--- src/shared/rsi_pkg.sv ---
// Constants shared by the rf station interlock controller
package rsi_pkg;
	// ********************
	// Timing
	// ********************
	localparam int CLK_HZ = 20000000;
	localparam int TRIG_LEAD_US = 100;
	localparam int TRIG_LEAD_CYC = (TRIG_LEAD_US * (CLK_HZ / 1000000));
	localparam int HOUR_S = 3600;
	localparam int SEC_CYC = CLK_HZ;
	localparam int HEATER_WARM_S = 300;
	localparam int THYR_WARM_S = 300;
	localparam int FIRE_PULSE_CYC = 1;
	// ********************
	// Widths and layout
	// ********************
	localparam int ADC_W = 12;
	localparam int HOURS_W = 24;
	localparam int NUM_WATER = 6;
	localparam int NUM_DET = 4;
	localparam int NUM_TRIP = 16;
	// Trip bit positions
	localparam int T_BODY = 0;
	localparam int T_WINDOW = 1;
	localparam int T_KVAC = 2;
	localparam int T_HEATER = 3;
	localparam int T_OVERV = 4;
	localparam int T_OVERI = 5;
	localparam int T_WGVAC = 6;
	localparam int T_DET = 7;
	localparam int T_REFL = 8;
	localparam int T_ARC = 9;
	localparam int T_HV_SUPPLY_OVERCURRENT = 10;
	localparam int T_WATER = 11;
	localparam int T_THYR = 12;
	// Reset values
	localparam logic [15:0] TRIP_RST = 16'h0000;
	localparam logic [HOURS_W-1:0] HOURS_RST = 24'h000000;
	typedef enum logic [1:0] {
		SEQ_IDLE = 2'b00,
		SEQ_ARMED = 2'b01,
		SEQ_FIRE = 2'b10
	} rsi_seq_type;
endpackage

--- src/verilog/rsi_controller.sv ---
// Interlock, warm-up timing, hour totals and fire sequencing for one rf station
`timescale 1ns/1ps
module rsi_controller #(
	// Warm-up counts exceed 32 bits at the full clock rate, so they are 64-bit figures
	parameter longint HEATER_WARM_CYC = longint'(rsi_pkg::HEATER_WARM_S) * rsi_pkg::SEC_CYC,
	parameter longint THYR_WARM_CYC = longint'(rsi_pkg::THYR_WARM_S) * rsi_pkg::SEC_CYC,
	parameter int SEC_CYC = rsi_pkg::SEC_CYC,
	parameter int HOUR_S = rsi_pkg::HOUR_S,
	parameter int FIRE_DELAY_CYC = rsi_pkg::TRIG_LEAD_CYC
) (
	input wire logic clk,
	input wire logic nrst,
	input wire logic body_temp_high,
	input wire logic window_temp_high,
	input wire logic klys_vacuum_fault,
	input wire logic heater_current_ok,
	input wire logic [rsi_pkg::ADC_W-1:0] cathode_voltage,
	input wire logic [rsi_pkg::ADC_W-1:0] cathode_current,
	input wire logic [rsi_pkg::ADC_W-1:0] overvoltage_limit,
	input wire logic [rsi_pkg::ADC_W-1:0] overcurrent_limit,
	input wire logic wg_vacuum_fault,
	input wire logic [rsi_pkg::NUM_DET-1:0] detector_trip,
	input wire logic reflected_power_trip,
	input wire logic arc_clipper_current,
	input wire logic hv_supply_overcurrent,
	input wire logic [rsi_pkg::NUM_WATER-1:0] water_flow_ok,
	input wire logic thyratron_energized,
	input wire logic hv_on,
	input wire logic interlock_reset,
	input wire logic [rsi_pkg::NUM_TRIP-1:0] trip_enable,
	input wire logic mpc_trigger,
	output logic rf_drive_enable_ff,
	output logic beam_enable_ff,
	output logic rf_fast_inhibit_ff,
	output logic mpc_ready_ff,
	output logic modulator_fire_ff,
	output logic [rsi_pkg::NUM_TRIP-1:0] trip_latch_ff,
	output logic heater_warm_done_ff,
	output logic thyratron_warm_done_ff,
	output logic [rsi_pkg::HOURS_W-1:0] heater_hours_ff,
	output logic [rsi_pkg::HOURS_W-1:0] hv_hours_ff,
	output logic [rsi_pkg::HOURS_W-1:0] thyratron_hours_ff
);
	// ********************
	// Input synchronisers
	// ********************
	localparam int NSYNC = 14 + rsi_pkg::NUM_DET + rsi_pkg::NUM_WATER;
	logic [NSYNC-1:0] raw_in;
	logic [NSYNC-1:0] sync1_ff;
	logic [NSYNC-1:0] sync2_ff;
	// Water bits reset to the flow ok level, else every reset would latch a false water trip
	localparam logic [NSYNC-1:0] SYNC_RST = {{rsi_pkg::NUM_WATER{1'b1}}, {(NSYNC - rsi_pkg::NUM_WATER){1'b0}}};
	assign raw_in = {water_flow_ok, detector_trip, mpc_trigger, interlock_reset, hv_on, thyratron_energized,
		hv_supply_overcurrent, arc_clipper_current, reflected_power_trip, wg_vacuum_fault, heater_current_ok,
		klys_vacuum_fault, window_temp_high, body_temp_high, 2'b00};
	always_ff @(posedge clk) begin
		if (!nrst) begin
			sync1_ff <= SYNC_RST;
			sync2_ff <= SYNC_RST;
		end else begin
			sync1_ff <= raw_in;
			sync2_ff <= sync1_ff;
		end
	end
	logic s_body, s_window, s_kvac, s_heat_ok, s_wgvac, s_refl, s_arc, s_hv_supply_overcurrent;
	logic s_thyr, s_hv, s_rst, s_trig;
	logic [rsi_pkg::NUM_DET-1:0] s_det;
	logic [rsi_pkg::NUM_WATER-1:0] s_water;
	assign s_body = sync2_ff[2];
	assign s_window = sync2_ff[3];
	assign s_kvac = sync2_ff[4];
	assign s_heat_ok = sync2_ff[5];
	assign s_wgvac = sync2_ff[6];
	assign s_refl = sync2_ff[7];
	assign s_arc = sync2_ff[8];
	assign s_hv_supply_overcurrent = sync2_ff[9];
	assign s_thyr = sync2_ff[10];
	assign s_hv = sync2_ff[11];
	assign s_rst = sync2_ff[12];
	assign s_trig = sync2_ff[13];
	assign s_det = sync2_ff[14 +: rsi_pkg::NUM_DET];
	assign s_water = sync2_ff[14 + rsi_pkg::NUM_DET +: rsi_pkg::NUM_WATER];

	// Digitized values are sampled twice too; a torn word only costs one late compare
	// Limits ride the same two flops, so a value is never compared against a newer limit
	logic [rsi_pkg::ADC_W-1:0] cv1_ff, cv2_ff, ci1_ff, ci2_ff;
	logic [rsi_pkg::ADC_W-1:0] ovl1_ff, ovl2_ff, ocl1_ff, ocl2_ff;
	always_ff @(posedge clk) begin
		if (!nrst) begin
			cv1_ff <= '0;
			cv2_ff <= '0;
			ci1_ff <= '0;
			ci2_ff <= '0;
			ovl1_ff <= '0;
			ovl2_ff <= '0;
			ocl1_ff <= '0;
			ocl2_ff <= '0;
		end else begin
			cv1_ff <= cathode_voltage;
			cv2_ff <= cv1_ff;
			ci1_ff <= cathode_current;
			ci2_ff <= ci1_ff;
			ovl1_ff <= overvoltage_limit;
			ovl2_ff <= ovl1_ff;
			ocl1_ff <= overcurrent_limit;
			ocl2_ff <= ocl1_ff;
		end
	end

	// ********************
	// Warm-up timers
	// ********************
	logic [39:0] heat_cnt_ff;
	always_ff @(posedge clk) begin
		if (!nrst) begin
			heat_cnt_ff <= '0;
			heater_warm_done_ff <= 1'b0;
		end else if (!s_heat_ok) begin
			heat_cnt_ff <= '0;
			heater_warm_done_ff <= 1'b0;
		end else if (heat_cnt_ff >= 40'(HEATER_WARM_CYC - 1)) begin
			heater_warm_done_ff <= 1'b1;
		end else begin
			heat_cnt_ff <= heat_cnt_ff + 40'h1;
		end
	end
	logic [39:0] thyr_cnt_ff;
	always_ff @(posedge clk) begin
		if (!nrst) begin
			thyr_cnt_ff <= '0;
			thyratron_warm_done_ff <= 1'b0;
		end else if (!s_thyr) begin
			thyr_cnt_ff <= '0;
			thyratron_warm_done_ff <= 1'b0;
		end else if (thyr_cnt_ff >= 40'(THYR_WARM_CYC - 1)) begin
			thyratron_warm_done_ff <= 1'b1;
		end else begin
			thyr_cnt_ff <= thyr_cnt_ff + 40'h1;
		end
	end

	// ********************
	// Fault detection and latching
	// ********************
	logic [rsi_pkg::NUM_TRIP-1:0] fault_now;
	always_comb begin
		fault_now = '0;
		fault_now[rsi_pkg::T_BODY] = s_body;
		fault_now[rsi_pkg::T_WINDOW] = s_window;
		fault_now[rsi_pkg::T_KVAC] = s_kvac;
		fault_now[rsi_pkg::T_HEATER] = !s_heat_ok;
		fault_now[rsi_pkg::T_OVERV] = cv2_ff > ovl2_ff;
		fault_now[rsi_pkg::T_OVERI] = ci2_ff > ocl2_ff;
		fault_now[rsi_pkg::T_WGVAC] = s_wgvac;
		fault_now[rsi_pkg::T_DET] = |s_det;
		fault_now[rsi_pkg::T_REFL] = s_refl;
		fault_now[rsi_pkg::T_ARC] = s_arc;
		fault_now[rsi_pkg::T_HV_SUPPLY_OVERCURRENT] = s_hv_supply_overcurrent;
		fault_now[rsi_pkg::T_WATER] = !(&s_water);
		fault_now[rsi_pkg::T_THYR] = !thyratron_warm_done_ff;
	end
	// Warm-up related bits are conditions, not trips, so they follow live and never latch
	localparam logic [15:0] LIVE_MASK = 16'h1008;
	genvar gi;
	generate
		for (gi = 0; gi < rsi_pkg::NUM_TRIP; gi++) begin : g_trip
			always_ff @(posedge clk) begin
				if (!nrst) begin
					trip_latch_ff[gi] <= rsi_pkg::TRIP_RST[gi];
				end else if (LIVE_MASK[gi]) begin
					trip_latch_ff[gi] <= fault_now[gi] & trip_enable[gi];
				end else if (fault_now[gi] && trip_enable[gi]) begin
					trip_latch_ff[gi] <= 1'b1;
				end else if (s_rst) begin
					trip_latch_ff[gi] <= 1'b0;
				end
			end
		end
	endgenerate

	// ********************
	// Inhibit outputs
	// ********************
	localparam logic [15:0] BEAM_MASK = 16'h1e3d;
	localparam logic [15:0] RF_MASK = 16'h03c2;
	logic beam_block, rf_block;
	assign beam_block = |(trip_latch_ff & BEAM_MASK) || !heater_warm_done_ff;
	assign rf_block = |(trip_latch_ff & RF_MASK) || beam_block;

	rsi_pkg::rsi_seq_type seq_ff;
	logic fire_window;
	assign fire_window = (seq_ff != rsi_pkg::SEQ_IDLE);
	always_ff @(posedge clk) begin
		if (!nrst) begin
			beam_enable_ff <= 1'b0;
			rf_drive_enable_ff <= 1'b0;
		end else if (fire_window && mpc_ready_ff) begin
			beam_enable_ff <= 1'b1;
			rf_drive_enable_ff <= !rf_fast_inhibit_ff;
		end else begin
			beam_enable_ff <= !beam_block;
			rf_drive_enable_ff <= !rf_block;
		end
	end
	// Fast path reads only the raw pin through two flops, bypassing latches and sequencing
	always_ff @(posedge clk) begin
		if (!nrst) begin
			rf_fast_inhibit_ff <= 1'b0;
		end else begin
			rf_fast_inhibit_ff <= s_refl;
		end
	end

	// ********************
	// Trigger and firing sequence
	// ********************
	logic trig_d_ff;
	logic trig_rise;
	logic [31:0] fire_cnt_ff;
	always_ff @(posedge clk) begin
		if (!nrst) begin
			trig_d_ff <= 1'b0;
		end else begin
			trig_d_ff <= s_trig;
		end
	end
	assign trig_rise = s_trig && !trig_d_ff;
	always_ff @(posedge clk) begin
		if (!nrst) begin
			seq_ff <= rsi_pkg::SEQ_IDLE;
			fire_cnt_ff <= '0;
			mpc_ready_ff <= 1'b0;
			modulator_fire_ff <= 1'b0;
		end else begin
			modulator_fire_ff <= 1'b0;
			case (seq_ff)
				rsi_pkg::SEQ_IDLE: begin
					mpc_ready_ff <= 1'b0;
					if (trig_rise) begin
						// Readiness decided once, from the state at the trigger
						mpc_ready_ff <= !beam_block && thyratron_warm_done_ff;
						fire_cnt_ff <= '0;
						seq_ff <= rsi_pkg::SEQ_ARMED;
					end
				end
				rsi_pkg::SEQ_ARMED: begin
					// trigger leads beam time, so the charge delay fits in the lead
					if (fire_cnt_ff >= 32'(FIRE_DELAY_CYC - 3)) begin
						seq_ff <= rsi_pkg::SEQ_FIRE;
					end else begin
						fire_cnt_ff <= fire_cnt_ff + 32'h1;
					end
				end
				rsi_pkg::SEQ_FIRE: begin
					modulator_fire_ff <= mpc_ready_ff;
					seq_ff <= rsi_pkg::SEQ_IDLE;
				end
				default: begin
					seq_ff <= rsi_pkg::SEQ_IDLE;
				end
			endcase
		end
	end

	// ********************
	// Operating hour totals
	// ********************
	logic sec_tick;
	logic [31:0] sec_cnt_ff;
	always_ff @(posedge clk) begin
		if (!nrst) begin
			sec_cnt_ff <= '0;
		end else if (sec_cnt_ff >= 32'(SEC_CYC - 1)) begin
			sec_cnt_ff <= '0;
		end else begin
			sec_cnt_ff <= sec_cnt_ff + 32'h1;
		end
	end
	assign sec_tick = (sec_cnt_ff >= 32'(SEC_CYC - 1));
	logic [2:0] run_on;
	logic [11:0] run_sec_ff [3];
	logic [rsi_pkg::HOURS_W-1:0] hours [3];
	assign run_on = {s_thyr, s_hv, s_heat_ok};
	generate
		for (gi = 0; gi < 3; gi++) begin : g_hours
			always_ff @(posedge clk) begin
				if (!nrst) begin
					run_sec_ff[gi] <= '0;
					hours[gi] <= rsi_pkg::HOURS_RST;
				end else if (sec_tick && run_on[gi]) begin
					if (run_sec_ff[gi] >= 12'(HOUR_S - 1)) begin
						run_sec_ff[gi] <= '0;
						hours[gi] <= hours[gi] + 24'h1;
					end else begin
						run_sec_ff[gi] <= run_sec_ff[gi] + 12'h1;
					end
				end
			end
		end
	endgenerate
	// Totals are logged data to the central computer; trip_enable is its configuration
	assign heater_hours_ff = hours[0];
	assign hv_hours_ff = hours[1];
	assign thyratron_hours_ff = hours[2];
endmodule

--- config.mk ---
export PLATFORM = sky130hd
export DESIGN_NAME = rsi_controller
export DESIGN_NICKNAME = d
export VERILOG_FILES = /design/src/shared/rsi_pkg.sv /design/src/verilog/rsi_controller.sv
export SDC_FILE = /design/constraint.sdc
export NUM_CORES = 1
export LEC_CHECK = 0
export CAP_MARGIN = 20
export CORE_MARGIN = 2
export CORE_UTILIZATION = 57
export CTS_CLUSTER_DIAMETER = 30
export CTS_CLUSTER_SIZE = 8
export DETAILED_ROUTE_END_ITERATION = 10
export DONT_BUFFER_PORTS = 1
export PLACE_DENSITY = 0.72
export SLEW_MARGIN = 10
export SYNTH_ARGS = -nofsm -noshare
export SYNTH_HDL_FRONTEND = slang
export SYNTH_SLANG_ARGS = --single-unit
--- constraint.sdc ---
create_clock -name clk -period 3.9 [get_ports clk]
set_input_delay 0.195 -clock clk [delete_from_list [all_inputs] [get_ports clk]]
set_output_delay 0.195 -clock clk [all_outputs]
set_load 0.01 [all_outputs]
==> run_results.csv <==
group,metric,value,unit
status,status,"finished, final reports clean",
hold_path,min_from,"nrst",
worst_setup_path,required,4.17,ns
finish,fillCellCount,2026,
placed_design,pre_cts_ws,0.921,ns
timing,whs,0.00195,ns
timing,clock_skew,0.0377,ns
worst_setup_path,r2r_end,"hours[2][7]",
cts,cts.sinks,415,
logic_synthesis,synth_seq_cells,415,
logic_synthesis,ys_seq_area_frac,0.560,
die,io_pins,183,
drt,drc,0,
hold_path,hold_end,"sync2_ff[18]",
die,core,28900,um2
placed_design,place_hpwl,21.0,mm
drt,dr.pass1.iters,5,
worst_setup_path,r2r_slack,0.85,ns
cts,clk_pin_slew,0.05,ns
timing,rsz0062_at_grt,"false",
logic_synthesis,synthFlopType,"dfxtp_1",
logic_synthesis,async_flop_share,0,
cts,clk_latency,0.59,ns
cts,cts_root_buf,"clkbuf_16",
hold_path,holdPathStages,2,
finish,final_cells,2238,
timing,layout_setup_ws,0.853,ns
logic_synthesis,avgSynthCellArea,10.0,um2
timing,finalSetupViolCount,0,
cts,tritoncts,"built",
timing,finalCritPeriodShare,0.781,
timing,slew_violations,0,
finish,syn2layout_area_growth,22.5,%
grt,grt_start_max_net_pins,178,
run,maxCapViolations,0,
grt,antenna_found_initial,0,
cts,ctsLongestPathBuffers,3,
grt,grt_first_pass_wirelength,58.4,mm
worst_setup_path,critPathMaxFanout,23,
timing,final.min_clock_period,3.05,ns
cts,numCtsBuffers,76,
placed_design,io_buffers,0,
timing,worst_slew_pin_slew,1.03,ns
logic_synthesis,synth-edff-count,108,
worst_setup_path,crit_buf_inv,1,
logic_synthesis,synthDistinctLibCells,59,
worst_setup_path,ff2ff_path_depth,9,
pwr,ir_drop,487,uV
drt,drt_iter0_markers,617,
worst_setup_path,critPathKind,"reg2reg",
die,initial_core_util,0.581,
drt,postRouteAntennaNets,0,
finish,nNetsFinal,1922,
grt,track_usage,0.231,
pwr,powerDensity,554,nW/um2
cts,cts_hold_buffers,84,
worst_setup_path,crit_path_frequent_cell,"nand2_1",
worst_setup_path,crit_chain,"ha_1, nand2_1, nor3_2, or4_1, a311oi_1, o41ai_2, buf_4, nand2_1, nor2_1",
worst_setup_path,crit_arrival,3.32,ns
timing,hold_viol,0,
placed_design,placed_cells,2019,
grt,grt_pass1_vias,12200,
hold_path,hold_path.class,"in2reg",
worst_setup_path,worst_setup_path_end_kind,"flip-flop",
drt,viasPerCell,5.41,
worst_setup_path,cpPeakStageDelay,0.65,ns
timing,slew-limit-headroom,0.314,
logic_synthesis,synthCells,1677,
drt,drt_wl_total,35.8,mm
die,fp-row-count,62,
cts,ctsResizeCount,0,
finish,drive_gt1_frac,0.0766,
drt,wl_per_cell,16.0,um
worst_setup_path,startpoint_type,"flip-flop",
worst_setup_path,cp_slowest_cell,"nand2_1",
logic_synthesis,synth_area,16800,um2
cts,h-tree-depth,3,
pwr,leakagePower,7.82,nW
finish,num_antenna_cells,0,
timing,setup_tns,0,ns
timing,fmax,328,MHz
die,die_w,176,um
worst_setup_path,cp_top_family,"simple AND/OR/NAND/NOR gates",
die,die_y,176,um
grt,grt_overflow,0,
drt,routed-via-count,12100,
placed_design,place.gp.congestion,0.835,
die,die_area,30800,um2
worst_setup_path,r2r-start,"sec_cnt_ff[0]",
logic_synthesis,yosys_warnings,0,
cts,cts_setup_buffers,0,
==> worst register-to-register path, cell delays in order (launching register included) <==
cell and delay, ns:
dfxtp_1 0.32, ha_1 0.25, nand2_1 0.11, nor3_2 0.08
or4_1 0.41, a311oi_1 0.46, o41ai_2 0.15, buf_4 0.20
nand2_1 0.65, nor2_1 0.12
==> cells by family after synthesis <==
family                   count (synthesis)  synth area share
buffers and inverters                  111            0.0266
adder cells (fa/ha/maj)                 36            0.0269
other                                    1          0.000224
XOR/XNOR                               177            0.0925
flip-flops                             415             0.560
AO/OA/AOI/OAI                          102            0.0404
AND/OR/NAND/NOR                        834             0.253
multiplexers                             1          0.000597
==> synthesized netlist by cell type, types with 21 or more instances <==
cell type	number	share of area
dfxtp_1	307	0.37
nor2_1	267	0.060
and2_1	136	0.051
xor2_1	116	0.061
edfxtp_1	108	0.19
nand2_1	96	0.021
nand3_1	89	0.027
and3_1	84	0.031
xnor2_1	61	0.032
nand4_1	60	0.022
inv_1	51	0.011
clkbuf_1	41	0.0092
ha_1	36	0.027
a21oi_1	31	0.0093
o21ai_0	22	0.0066
nor3_1	21	0.0063
==> power by group <==
| part | internal (mW) | switching (mW) | leakage [nW] |
|---|---|---|---|
| sequential | 4.56 | 0.111 | 3.63 |
| clock | 4.15 | 2.21 | 1.24 |
| combinational | 0.166 | 0.169 | 2.95 |
| total | 8.88 | 2.49 | 7.82 |
==> cell usage in the layout (no fill, tap or decap), types with 60 or more instances in the layout <==
cell type,instances
edfxtp_1,108
and2_1,136
clkbuf_16,77
nand4_1,60
dlygate4sd3_1,83
xnor2_1,61
nand2_1,96
dfxtp_1,307
nand3_1,89
nor2_1,267
xor2_1,116
and3_1,84
==> sequential cells by signal, summed over array words and instances, names as in the netlist, 13 cells and up <==
name	cells
sync1_ff	22
hours	72
trip_latch_ff	13
heat_cnt_ff	40
fire_cnt_ff	32
sync2_ff	22
run_sec_ff	36
thyr_cnt_ff	40
sec_cnt_ff	32
==> layer usage <==
layer | vias up | global-route usage | share of wire
li1 | 5956 | - | -
met1 | 5732 | 0.276 | 0.42
met2 | 342 | 0.397 | 0.49
met3 | 71 | 0.0582 | 0.066
met4 | 0 | 0.0957 | 0.026
met5 | - | 0 | 0
==> worst max path at each step <==
stage	startpoint	to	slack (ns)	cells past startpoint
2_1_floorplan	sec_cnt_ff[0]	hours[2][0]	0.62	9
3_3_place_gp	sec_cnt_ff[0]	hours[2][10]	1.00	9
3_5_place_dp	sec_cnt_ff[0]	hours[1][18]	0.92	8
4_1_cts	sec_cnt_ff[0]	hours[1][18]	0.81	8
5_1_grt	sec_cnt_ff[0]	hours[2][13]	0.65	9
6_report	sec_cnt_ff[0]	hours[2][7]	0.85	9
==> per-stage QoR <==
step	instance area, um2	util	total power, mW
2_1_floorplan	16800	-	4.92
3_3_place_gp	17100	0.593	4.97
3_5_place_dp	17100	0.593	4.98
4_1_cts	20500	0.711	11.4
5_1_grt	20500	0.711	11.7
6_report	20500	0.711	11.4
==> final cells by class <==
type	count	area, um2	area share
clock buffer	104	2150	0.105
clock inverter	30	413	0.0201
inverter	52	195	0.00951
multi-input combinational	1160	6980	0.340
sequential	415	9390	0.457
tap	384	480	0.0234
timing repair buffer	93	930	0.0453
Note: power is estimated with default switching activity, not from simulation.
